--- src/design/fsp_cfg.svh ---
// Purpose: constants of the flash self-program controller
// Assumes: one 200 MHz core clock; core accesses registers by select code
// Notes:   timing counts derive from the figures printed in their own units
//
// Behaviour
// [RULE_01] flash is rows of 14-bit words; row is the erase unit, 16 words
// [RULE_02] write latches of 14 bits filled through the data pair, 16 of them
// [RULE_03] unprogrammed words may be written without erasing the row first
// [RULE_04] software reads by loading address, clearing config select, set rd
// [RULE_05] the second instruction slot after the read strobe is not executed
// [RULE_06] read data lands in the data pair next cycle and holds till changed
// [RULE_07] software places two no-operations after setting the read strobe
// [RULE_08] erase, latch load and program start only after a full unlock
// [RULE_09] unlock is key 55h, key AAh, write strobe, two no-operations
// [RULE_10] setting the write strobe always forces two no-operation slots
// [RULE_11] row erase or program stalls execution until done, about 2 ms
// [RULE_12] a latch load forces the two slots and continues without stall
// [RULE_13] software should mask interrupts around the unlock sequence
// [RULE_14] erase works on whole rows; any address inside selects the row
// [RULE_15] erase: clear config select, set erase and permit, then unlock
// [RULE_16] during the stall only execution halts; clocks keep running
// [RULE_17] after erase execution resumes at third instruction after strobe
// [RULE_18] strobes are set by software only and cleared by hardware at end
// [RULE_19] write or erase needs write permit set; permit clears at power-up
// [RULE_20] write abort flag is set when reset interrupts a running write
// [RULE_21] the unlock key register is write only and reads as zero
// [RULE_22] key writes and strobe are consecutive accesses or unlock is lost
`ifndef FSP_CFG_SVH
`define FSP_CFG_SVH

// register select codes on the core access port
`define FSP_SEL_CTRL   3'h0
`define FSP_SEL_KEY    3'h1
`define FSP_SEL_DATL   3'h2
`define FSP_SEL_DATH   3'h3
`define FSP_SEL_ADRL   3'h4
`define FSP_SEL_ADRH   3'h5

// control register bit positions
`define FSP_BIT_RD     0
`define FSP_BIT_WR     1
`define FSP_BIT_WRITE_PERMIT   2
`define FSP_BIT_WRITE_ABORT_FLAG  3
`define FSP_BIT_FREE   4
`define FSP_BIT_LWLO   5
`define FSP_BIT_CONFIG_SPACE_SELECT   6

// unlock keys
`define FSP_KEY_FIRST  8'h55
`define FSP_KEY_SECOND 8'hAA

// geometry and reset values
`define FSP_ROW_WORDS  16
`define FSP_WORD_W     14
`define FSP_ADDR_W     15
`define FSP_BLANK      14'h3FFF

// erase or program time, and clock rate
`define FSP_OP_TIME_US 2000
`define FSP_CLK_MHZ    200
`define FSP_OP_CYCLES  (`FSP_OP_TIME_US * `FSP_CLK_MHZ)

`endif

--- src/design/fsp_pkg.sv ---
// Purpose: shared types of the flash self-program controller
// Assumes: constants come from fsp_cfg.svh
// Notes:   holds types only
`include "fsp_cfg.svh"
package fsp_pkg;

  typedef enum logic [2:0] {
    FSP_IDLE, FSP_RD_S1, FSP_RD_S2, FSP_WR_S1, FSP_WR_S2, FSP_BUSY
  } fsp_state_t;

  // request to the flash array
  typedef struct packed {
    logic                   rd;
    logic                   erase;
    logic                   prog;
    logic                   cfg;
    logic [`FSP_ADDR_W-1:0] addr;
  } fsp_arr_req_t;

endpackage

--- src/design/fsp_latches.sv ---
// Purpose: write latch row of the flash self-program controller
// Assumes: load and blank never asserted in the same cycle as a read-out
// Notes:   latches are not visible to software, only to the array
`timescale 1ns/1ps
`default_nettype none
`include "fsp_cfg.svh"
module fsp_latches #(
  parameter int ROW_WORDS = `FSP_ROW_WORDS,
  parameter int IW        = $clog2(ROW_WORDS)
) (
  input  wire logic                            core_clk,
  input  wire logic                            rst,
  input  wire logic                            load,
  input  wire logic [IW-1:0]                   idx,
  input  wire logic [`FSP_WORD_W-1:0]          wdata,
  input  wire logic                            blank,
  output logic      [ROW_WORDS*`FSP_WORD_W-1:0] row_data
);
  import fsp_pkg::*;

  // the index compare assumes the index exactly spans the row
  if (ROW_WORDS < 2 || IW != $clog2(ROW_WORDS)) begin : g_chk
    $error("fsp_latches: unsupported ROW_WORDS or IW");
  end

  logic [`FSP_WORD_W-1:0] lat_q [ROW_WORDS];

  // latches return to blank after every erase or program
  always_ff @(posedge core_clk) begin
    for (int i = 0; i < ROW_WORDS; i++) begin
      if (rst || blank) begin
        lat_q[i] <= `FSP_BLANK;
      end else if (load && idx == IW'(i)) begin
        lat_q[i] <= wdata; // RULE_02
      end
    end
  end

  // flatten for the array, word 0 in the low bits
  always_comb begin
    for (int i = 0; i < ROW_WORDS; i++) begin
      row_data[i*`FSP_WORD_W +: `FSP_WORD_W] = lat_q[i];
    end
  end
endmodule
`default_nettype wire

--- src/design/fsp_ctrl.sv ---
// Purpose: flash self-program controller, strobes, unlock, stall
// Assumes: instr_tick pulses once per instruction cycle, same clock domain
// Notes:   program only clears bits; erase-before-write is up to software
`timescale 1ns/1ps
`default_nettype none
`include "fsp_cfg.svh"
module fsp_ctrl #(
  parameter int ROW_WORDS  = `FSP_ROW_WORDS,
  parameter int OP_CYCLES  = `FSP_OP_CYCLES
) (
  input  wire logic                            core_clk,
  input  wire logic                            rst,
  input  wire logic                            instr_tick,
  input  wire logic                            reg_we,
  input  wire logic                            reg_re,
  input  wire logic [2:0]                      reg_sel,
  input  wire logic [7:0]                      reg_wdata,
  output logic      [7:0]                      reg_rdata,
  output logic                                 force_nop,
  output logic                                 stall,
  output fsp_pkg::fsp_arr_req_t                arr_req,
  output logic      [ROW_WORDS*`FSP_WORD_W-1:0] arr_row_data,
  input  wire logic [`FSP_WORD_W-1:0]          arr_rdata
);
  import fsp_pkg::*;

  localparam int IW = $clog2(ROW_WORDS);
  localparam int CW = $clog2(OP_CYCLES + 1);

  // the latch index is a low address slice, so the row must be a power of 2
  if (ROW_WORDS < 2 || (1 << IW) != ROW_WORDS || OP_CYCLES < 1) begin : g_chk
    $error("fsp_ctrl: unsupported ROW_WORDS or OP_CYCLES");
  end

  fsp_state_t             state_q;
  logic [1:0]             key_q;
  logic                   rd_q, wr_q, write_permit_q, write_abort_flag_q, free_q, lwlo_q, config_space_select_q;
  logic [`FSP_ADDR_W-1:0] addr_q;
  logic [`FSP_WORD_W-1:0] data_q;
  logic [CW-1:0]          cnt_q;
  logic                   arr_rd_q, arr_er_q, arr_pg_q;

  // decode of core accesses
  wire ctl_we   = reg_we && reg_sel == `FSP_SEL_CTRL;
  wire key_we   = reg_we && reg_sel == `FSP_SEL_KEY;
  wire any_acc  = reg_we || reg_re;
  wire unlocked = key_q == 2'd2;
  wire idle     = state_q == FSP_IDLE;
  wire wr_bit   = reg_wdata[`FSP_BIT_WR];
  wire write_permit_new = reg_wdata[`FSP_BIT_WRITE_PERMIT];
  // strobes only ever go from 0 to 1 by software
  wire rd_start = ctl_we && idle && reg_wdata[`FSP_BIT_RD] && !wr_bit;
  wire wr_start = ctl_we && idle && wr_bit && unlocked && write_permit_new;
  wire load_now = wr_start && reg_wdata[`FSP_BIT_LWLO]
                  && !reg_wdata[`FSP_BIT_FREE];
  wire prog_now = wr_start && !reg_wdata[`FSP_BIT_LWLO]
                  && !reg_wdata[`FSP_BIT_FREE];
  wire slot_end = (state_q == FSP_WR_S2) && instr_tick;
  wire op_done  = (state_q == FSP_BUSY) && cnt_q == '0;
  wire [IW-1:0] latch_idx = addr_q[IW-1:0];

  // handshake outputs to the core pipeline
  assign force_nop = state_q == FSP_WR_S1 || state_q == FSP_WR_S2 // RULE_10
                  || state_q == FSP_RD_S2;                        // RULE_05
  assign stall     = state_q == FSP_BUSY;                         // RULE_11 RULE_16

  // row address: low index bits dropped so any word picks its row
  assign arr_req.rd    = arr_rd_q;
  assign arr_req.erase = arr_er_q;
  assign arr_req.prog  = arr_pg_q;
  assign arr_req.cfg   = config_space_select_q;
  assign arr_req.addr  = (arr_er_q || arr_pg_q)
                       ? {addr_q[`FSP_ADDR_W-1:IW], IW'(0)}  // RULE_14 RULE_01
                       : addr_q;

  // read-back mux; the key register never shows what was written
  always_comb begin
    reg_rdata = 8'h00;
    case (reg_sel)
      `FSP_SEL_CTRL: reg_rdata = {1'b0, config_space_select_q, lwlo_q, free_q, write_abort_flag_q,
                                  write_permit_q, wr_q, rd_q};
      `FSP_SEL_KEY:  reg_rdata = 8'h00;                       // RULE_21
      `FSP_SEL_DATL: reg_rdata = data_q[7:0];
      `FSP_SEL_DATH: reg_rdata = {2'b00, data_q[13:8]};
      `FSP_SEL_ADRL: reg_rdata = addr_q[7:0];
      `FSP_SEL_ADRH: reg_rdata = {1'b0, addr_q[14:8]};
      default:       reg_rdata = 8'h00;
    endcase
  end

  // unlock tracker: any access other than the next expected step drops it
  always_ff @(posedge core_clk) begin
    if (rst) begin
      key_q <= 2'd0;
    end else if (any_acc) begin
      if (key_we && reg_wdata == `FSP_KEY_FIRST) begin
        key_q <= 2'd1;                                        // RULE_09
      end else if (key_we && reg_wdata == `FSP_KEY_SECOND
                   && key_q == 2'd1) begin
        key_q <= 2'd2;
      end else begin
        key_q <= 2'd0;                                        // RULE_22 RULE_08
      end
    end
  end

  // control bits; a reset during a row operation leaves the abort flag set
  always_ff @(posedge core_clk) begin
    if (rst) begin
      write_abort_flag_q <= write_abort_flag_q || (state_q == FSP_BUSY);            // RULE_20
      write_permit_q  <= 1'b0;                                        // RULE_19
      free_q  <= 1'b0;
      lwlo_q  <= 1'b0;
      config_space_select_q  <= 1'b0;
    end else if (ctl_we) begin
      write_abort_flag_q <= reg_wdata[`FSP_BIT_WRITE_ABORT_FLAG];
      write_permit_q  <= write_permit_new;
      free_q  <= reg_wdata[`FSP_BIT_FREE];
      lwlo_q  <= reg_wdata[`FSP_BIT_LWLO];
      config_space_select_q  <= reg_wdata[`FSP_BIT_CONFIG_SPACE_SELECT];
    end
  end

  // address pair and data pair; a finished read overwrites the data pair
  always_ff @(posedge core_clk) begin
    if (rst) begin
      addr_q <= '0;
      data_q <= '0;
    end else begin
      if (reg_we && reg_sel == `FSP_SEL_ADRL) addr_q[7:0]  <= reg_wdata;
      if (reg_we && reg_sel == `FSP_SEL_ADRH) addr_q[14:8] <= reg_wdata[6:0];
      if (arr_rd_q) begin
        data_q <= arr_rdata;                                  // RULE_06
      end else begin
        if (reg_we && reg_sel == `FSP_SEL_DATL) data_q[7:0]  <= reg_wdata;
        if (reg_we && reg_sel == `FSP_SEL_DATH) data_q[13:8] <= reg_wdata[5:0];
      end
    end
  end

  // sequencer: forced slots on instruction ticks, then the timed stall
  always_ff @(posedge core_clk) begin
    if (rst) begin
      state_q  <= FSP_IDLE;
      rd_q     <= 1'b0;
      wr_q     <= 1'b0;
      cnt_q    <= '0;
      arr_rd_q <= 1'b0;
      arr_er_q <= 1'b0;
      arr_pg_q <= 1'b0;
    end else begin
      arr_rd_q <= 1'b0;
      arr_er_q <= 1'b0;
      arr_pg_q <= 1'b0;
      case (state_q)
        FSP_IDLE: begin
          if (wr_start) begin
            wr_q    <= 1'b1;                                  // RULE_08 RULE_19
            state_q <= FSP_WR_S1;
          end else if (rd_start) begin
            rd_q    <= 1'b1;
            state_q <= FSP_RD_S1;
          end
        end
        FSP_RD_S1: begin
          if (instr_tick) begin
            state_q  <= FSP_RD_S2;
            arr_rd_q <= 1'b1;                                 // RULE_05
          end
        end
        FSP_RD_S2: begin
          if (arr_rd_q) rd_q <= 1'b0;                         // RULE_18
          if (instr_tick) state_q <= FSP_IDLE;
        end
        FSP_WR_S1: begin
          if (instr_tick) state_q <= FSP_WR_S2;
        end
        FSP_WR_S2: begin
          if (instr_tick) begin
            if (lwlo_q && !free_q) begin
              wr_q    <= 1'b0;                                // RULE_12 RULE_18
              state_q <= FSP_IDLE;
            end else begin
              arr_er_q <= free_q;                             // RULE_14
              arr_pg_q <= !free_q;                            // RULE_03
              cnt_q    <= CW'(OP_CYCLES - 1);
              state_q  <= FSP_BUSY;                           // RULE_11
            end
          end
        end
        FSP_BUSY: begin
          if (op_done) begin
            wr_q    <= 1'b0;                                  // RULE_18
            state_q <= FSP_IDLE;                              // RULE_17
          end else begin
            cnt_q <= cnt_q - CW'(1);
          end
        end
        default: state_q <= FSP_IDLE;
      endcase
    end
  end

  // latch row; the word in the data pair is taken as the strobe is accepted
  fsp_latches #(
    .ROW_WORDS (ROW_WORDS),
    .IW        (IW)
  ) u_latches (
    .core_clk (core_clk),
    .rst      (rst),
    .load     (load_now || prog_now),                         // RULE_02
    .idx      (latch_idx),
    .wdata    (data_q),
    .blank    (op_done),
    .row_data (arr_row_data)
  );
endmodule
`default_nettype wire

--- config.mk ---
export PLATFORM = sky130hd
export DESIGN_NAME = fsp_ctrl
export DESIGN_NICKNAME = d
export VERILOG_FILES = /design/src/design/fsp_pkg.sv /design/src/design/fsp_latches.sv /design/src/design/fsp_ctrl.sv
export VERILOG_INCLUDE_DIRS = /design/src /design/src/design
export SDC_FILE = /design/constraint.sdc
export NUM_CORES = 1
export LEC_CHECK = 0
export ABC_AREA = 1
export BUFFER_PORTS_ARGS = -buffer_cell sky130_fd_sc_hd__buf_2
export CAP_MARGIN = 25
export CORE_MARGIN = 2
export CORE_UTILIZATION = 45
export CTS_BUF_LIST = sky130_fd_sc_hd__clkbuf_8
export CTS_CLUSTER_DIAMETER = 40
export CTS_CLUSTER_SIZE = 8
export DETAILED_ROUTE_END_ITERATION = 6
export PLACE_DENSITY = 0.71
export SYNTH_ARGS = -nofsm -noshare
export SYNTH_HDL_FRONTEND = slang
export SYNTH_HIERARCHICAL = 1
export SYNTH_SLANG_ARGS = --single-unit
--- constraint.sdc ---
create_clock -name core_clk -period 3.1 [get_ports core_clk]
set_input_delay 0.155 -clock core_clk [delete_from_list [all_inputs] [get_ports core_clk]]
set_output_delay 0.155 -clock core_clk [all_outputs]
set_load 0.05 [all_outputs]
### Word-level counts from Yosys, hierarchy flattened

Memory sizes are Yosys's and may differ from the RTL's.
Index checks and enable logic that the tools add are counted.
Widths: inputs -> output; s select.

* mux-type cells: 98
* bitwise logic cells: 19
* reduce and logical (&&, ||, !) cells: 64
* eq/ne operators: 42
* add/sub/neg operators: 1

Operator list (number)
* $mux 14: 17
* $mux 1: 60
* $mux 19: 3
* $pmux 8 s5: 1
* $pmux 19 s2: 1
* $logic_and 1x1->1: 37
* $eq 4x4->1 const B: 8
* $mux 3: 8
* $logic_not 19->1: 1
* $sub 19x1->19 const B: 1
* $pmux 3 s6: 1
* $eq 4x3->1 const B: 4
* $ne 2x2->1 const B: 8
* $or 1x1->1: 16
* $eq 3x2->1 const B: 4
* $eq 3x3->1 const B: 4
* $reduce_bool 2->1: 5
* $eq 4x2->1 const B: 2
* $eq 8x7->1 const B: 1
* $eq 8x8->1 const B: 1
* $mux 8: 1
* $ne 2x1->1 const B: 4
* $reduce_and 4->1: 2
* $logic_or 1x1->1: 7
* 19 further kinds: 27

* bits of input ports: 30
* logic and storage cells: 242
* flip-flop bits (word level): 63
* memories: 1
* bits in writable memories: 224
* output and inout bits: 253

Memories
* u_latches.lat_q: words 16, width 14, read ports 16, clocked after memory_dff 0, write ports 16, RTL line fsp_latches.sv:26 `` logic [`FSP_WORD_W-1:0] lat_q [ROW_WORDS]; ``

### Longest topological paths before layout

* depth in word-level cells: 14
* depth in mapped cells: 12
* gate-level depth less buffers: 11

### Hierarchy

Netlist, hierarchy kept.

By module, submodules not included
* fsp_latches: times used 1, cells each 584, area each 8642.0 um^2
* fsp_ctrl: times used 1, cells each 519, area each 3503.4 um^2

### Least setup slack after synthesis

Ideal clock, no wire load.

* path type: register to register
* start point: register state_q[1]
* end point: memory u_latches/lat_q[1][0] (netlist name), enable pin
* data arrival time: 2.519 ns
* cell stages (with the launch flop): 8
* path slack: 0.176 ns
* cells stage by stage: dfxtp_1 nor2_1 nand2_1 nor2_1 nand2_2 nor2_1 nand3_4 o21ai_0

RTL lines
* from (decl): RTL line fsp_ctrl.sv:35 `fsp_state_t state_q;`
* from (signal assigned): RTL line fsp_ctrl.sv:144 `state_q <= FSP_IDLE;`
* from (signal assigned): RTL line fsp_ctrl.sv:159 `state_q <= FSP_WR_S1;`
* from (signal assigned): RTL line fsp_ctrl.sv:162 `state_q <= FSP_RD_S1;`
* to (decl): RTL line fsp_latches.sv:26

==> impl_metrics.ini <==
[sta]
period_needed_ps = 2620
fin_ws_ps = 476
worst_slew_pin_slew_ps = 1090
final-max-slew-violation-count = 0
finalClockSkew_ps = 20.4
rsz0062_at_grt = no
setup_tns_ps = 0
setup_viol = 0
max_freq_mhz = 381
finalHoldViolations = 0
worst_slew_margin_rel_pct = 27.2
period_share_pct = 84.6

[layout]
fin_nets = 1431
regArea_sq_um = 8000
num_antenna_cells = 0
fillerInstances = 2266
layout-drive-gt1-share_pct = 29.4
multi_input_area_sq_um = 3350
area_growth_pct = 22.4

[cts]
cts_resized = 0
htreeDepth = 2
path_clk_slew_ps = 60
cts_buffer_depth = 3
cts_tree = yes
clock-sinks = 287
numCtsBuffers = 45
clockRootBuffer = clkbuf_8
clock_latency_ps = 550

[power]
p_leak_nw = 4.62
powerDensity_nw_per_um2 = 614
power.ir.vdd_worst_uv = 311

[synthesis]
syn-num-nets = 1134
synth_common_cells = 225 x edfxtp_1, 172 x nand3_1, 134 x nand2_1
ys.flop_type = edfxtp_1
yosysTopAreaCell = edfxtp_1
synth_most_common_cell = edfxtp_1
syn_area_sq_um = 12100
synth_area_leaders = edfxtp_1 56%, dfxtp_1 10%, nand3_1 7.1%
synthCells = 1103
synth_edf_count = 225
synth_seq_cells = 287
yosysSeqAreaShare_pct = 65.8
ys_types = 39
postSynth.asyncResetShare_pct = 0
avgSynthCellArea_sq_um = 11.0
ys_warn_count = 6
synth_top_area_share_pct = 55.6

[die]
ios = 283
dieWidth_um = 168
fp.dieArea_sq_um = 28300
initial_core_util_pct = 45.4
rows = 60
coreArea_sq_um = 26700
die_y_um = 168

[global_route]
grt.total_usage_pct = 24.9
grt_pass1_wl_um = 54600
grt_max_degree = 39
grt_antenna_before_repair = 0
grt_overflow = 0
grt_pass1_vias = 9528

[worst_setup_path]
critPathLaunch = cnt_q[0]
crit_slowest_cell = nand2_1
cp_top_family = simple AND/OR/NAND/NOR gates
start_kind = register
path_max_fanout = 27
required_ps = 3250
slowest_delay_ps = 400
timing.rr.start = cnt_q[0]
end_kind = register
crit_top_cell = nand2_1
crit_buf_inv = 2
crit_chain = clkinv_1 > ha_1 > nand4_1 > nor3_1 > nand2_1 > nor2_1 > nor2_4 > buf_12 > nand2_1
crit_arrival_ps = 2770
path_class = register to register

[route]
vias_per_cell = 5.62
drt_iter0_drc = 1148
vias = 9935
drc = 0
ant_nets = 0
finalWirelength_um = 36000
first_pass_iters = 5
avgRoutedWirePerCell_um = 20.4

[outcome]
outcome = finished, final reports clean

[run]
cap_violations = 0

[placed_design]
io_buffers = 282
dpl_worst_slack_ps = 517
dp_hpwl_um = 23700
routabilityCongestion = 0.919

[hold_path]
worst_hold_startpoint = reg_sel[1]
holdCritPathClass = primary input to register
## layout make-up
class                      instances  share of cell area, %
timing repair buffer             347                   13.4
tap                              341                   2.87
sequential                       287                   53.8
clock inverter                    26                  0.951
inverter                          76                   1.95
clock buffer                      48                   4.44
multi-input combinational        643                   22.5
## metal layers
layer | vias to the layer above | GRT usage (%) | wire [um]
met1 | 4738 | 32.9 | 14500
met4 | 0 | 9.78 | 1450
met2 | 575 | 40.6 | 17000
li1 | 4531 | - | -
met5 | - | 0 | 0
met3 | 91 | 4.80 | 3030
## worst min-delay path, stage by stage
cell,delay (ps)
buf_2,140
nand3_1,110
nor2_1,90
nand3_1,80
a31oi_1,70
## final timing paths
check | to | cells after the start | slack [ps]
max | u_latches/lat_q[0][12] | 9 | 480
min | data_q[4] | 5 | 160
max reg2reg | u_latches/lat_q[0][12] | 9 | 480
min reg2reg | addr_q[13] | 2 | 480
## power breakdown
| group | internal (mW) | switching (mW) | leakage [nW] |
|---|---|---|---|
| Combinational | 0.520 | 1.31 | 2.11 |
| Clock | 1.50 | 1.43 | 0.481 |
| Sequential | 4.26 | 0.0949 | 2.03 |
| Total | 6.29 | 2.83 | 4.62 |
## cells by family (layout without fill, tap and decap cells)
| family | Yosys count | in the layout | share of synthesized area (%) |
|---|---|---|---|
| buffers and inverters | 173 | 497 | 6.63 |
| XOR/XNOR | 7 | 7 | 0.505 |
| adder cells (fa/ha/maj) | 1 | 1 | 0.103 |
| AND/OR/NAND/NOR | 505 | 505 | 20.9 |
| flip-flops | 287 | 287 | 65.8 |
| AO/OA/AOI/OAI | 130 | 130 | 6.05 |
## per-stage QoR
step                      instances  instance area, sq um  total power, mW  util, %  hold slack, ps
after floorplan                1103                 12100             5.76        -             302
after global placement         1660                 13700             6.18     51.3             437
after detailed placement       1660                 13700             6.22     51.3             437
after CTS                      1768                 14900             9.14     55.6             130
after global routing           1768                 14900             9.55     55.6             172
final                          1768                 14900             9.12     55.6             159
## layout by cell type, fill, tap and decap left out, types with 48 or more instances in the layout
cell,netlist,routed
nand2_1,134,134
a21oi_1,54,54
inv_1,69,88
buf_2,34,282
dfxtp_1,62,62
edfxtp_1,225,225
nor2_1,61,61
nand4_1,90,90
clkbuf_8,0,48
nand3_1,172,172
## sequential cells by signal, indices dropped and copies added, names as in the netlist, 2 cells and up
register         count
addr_q              15
cnt_q               19
data_q              14
key_q                2
state_q              3
u_latches/lat_q    224
## repair_timing
item	4_1_cts	5_1_grt
endpoints found under the hold margin	42	0
hold buffers	34	0
setup buffers	0	0
Power figures use the tool's default switching activity.
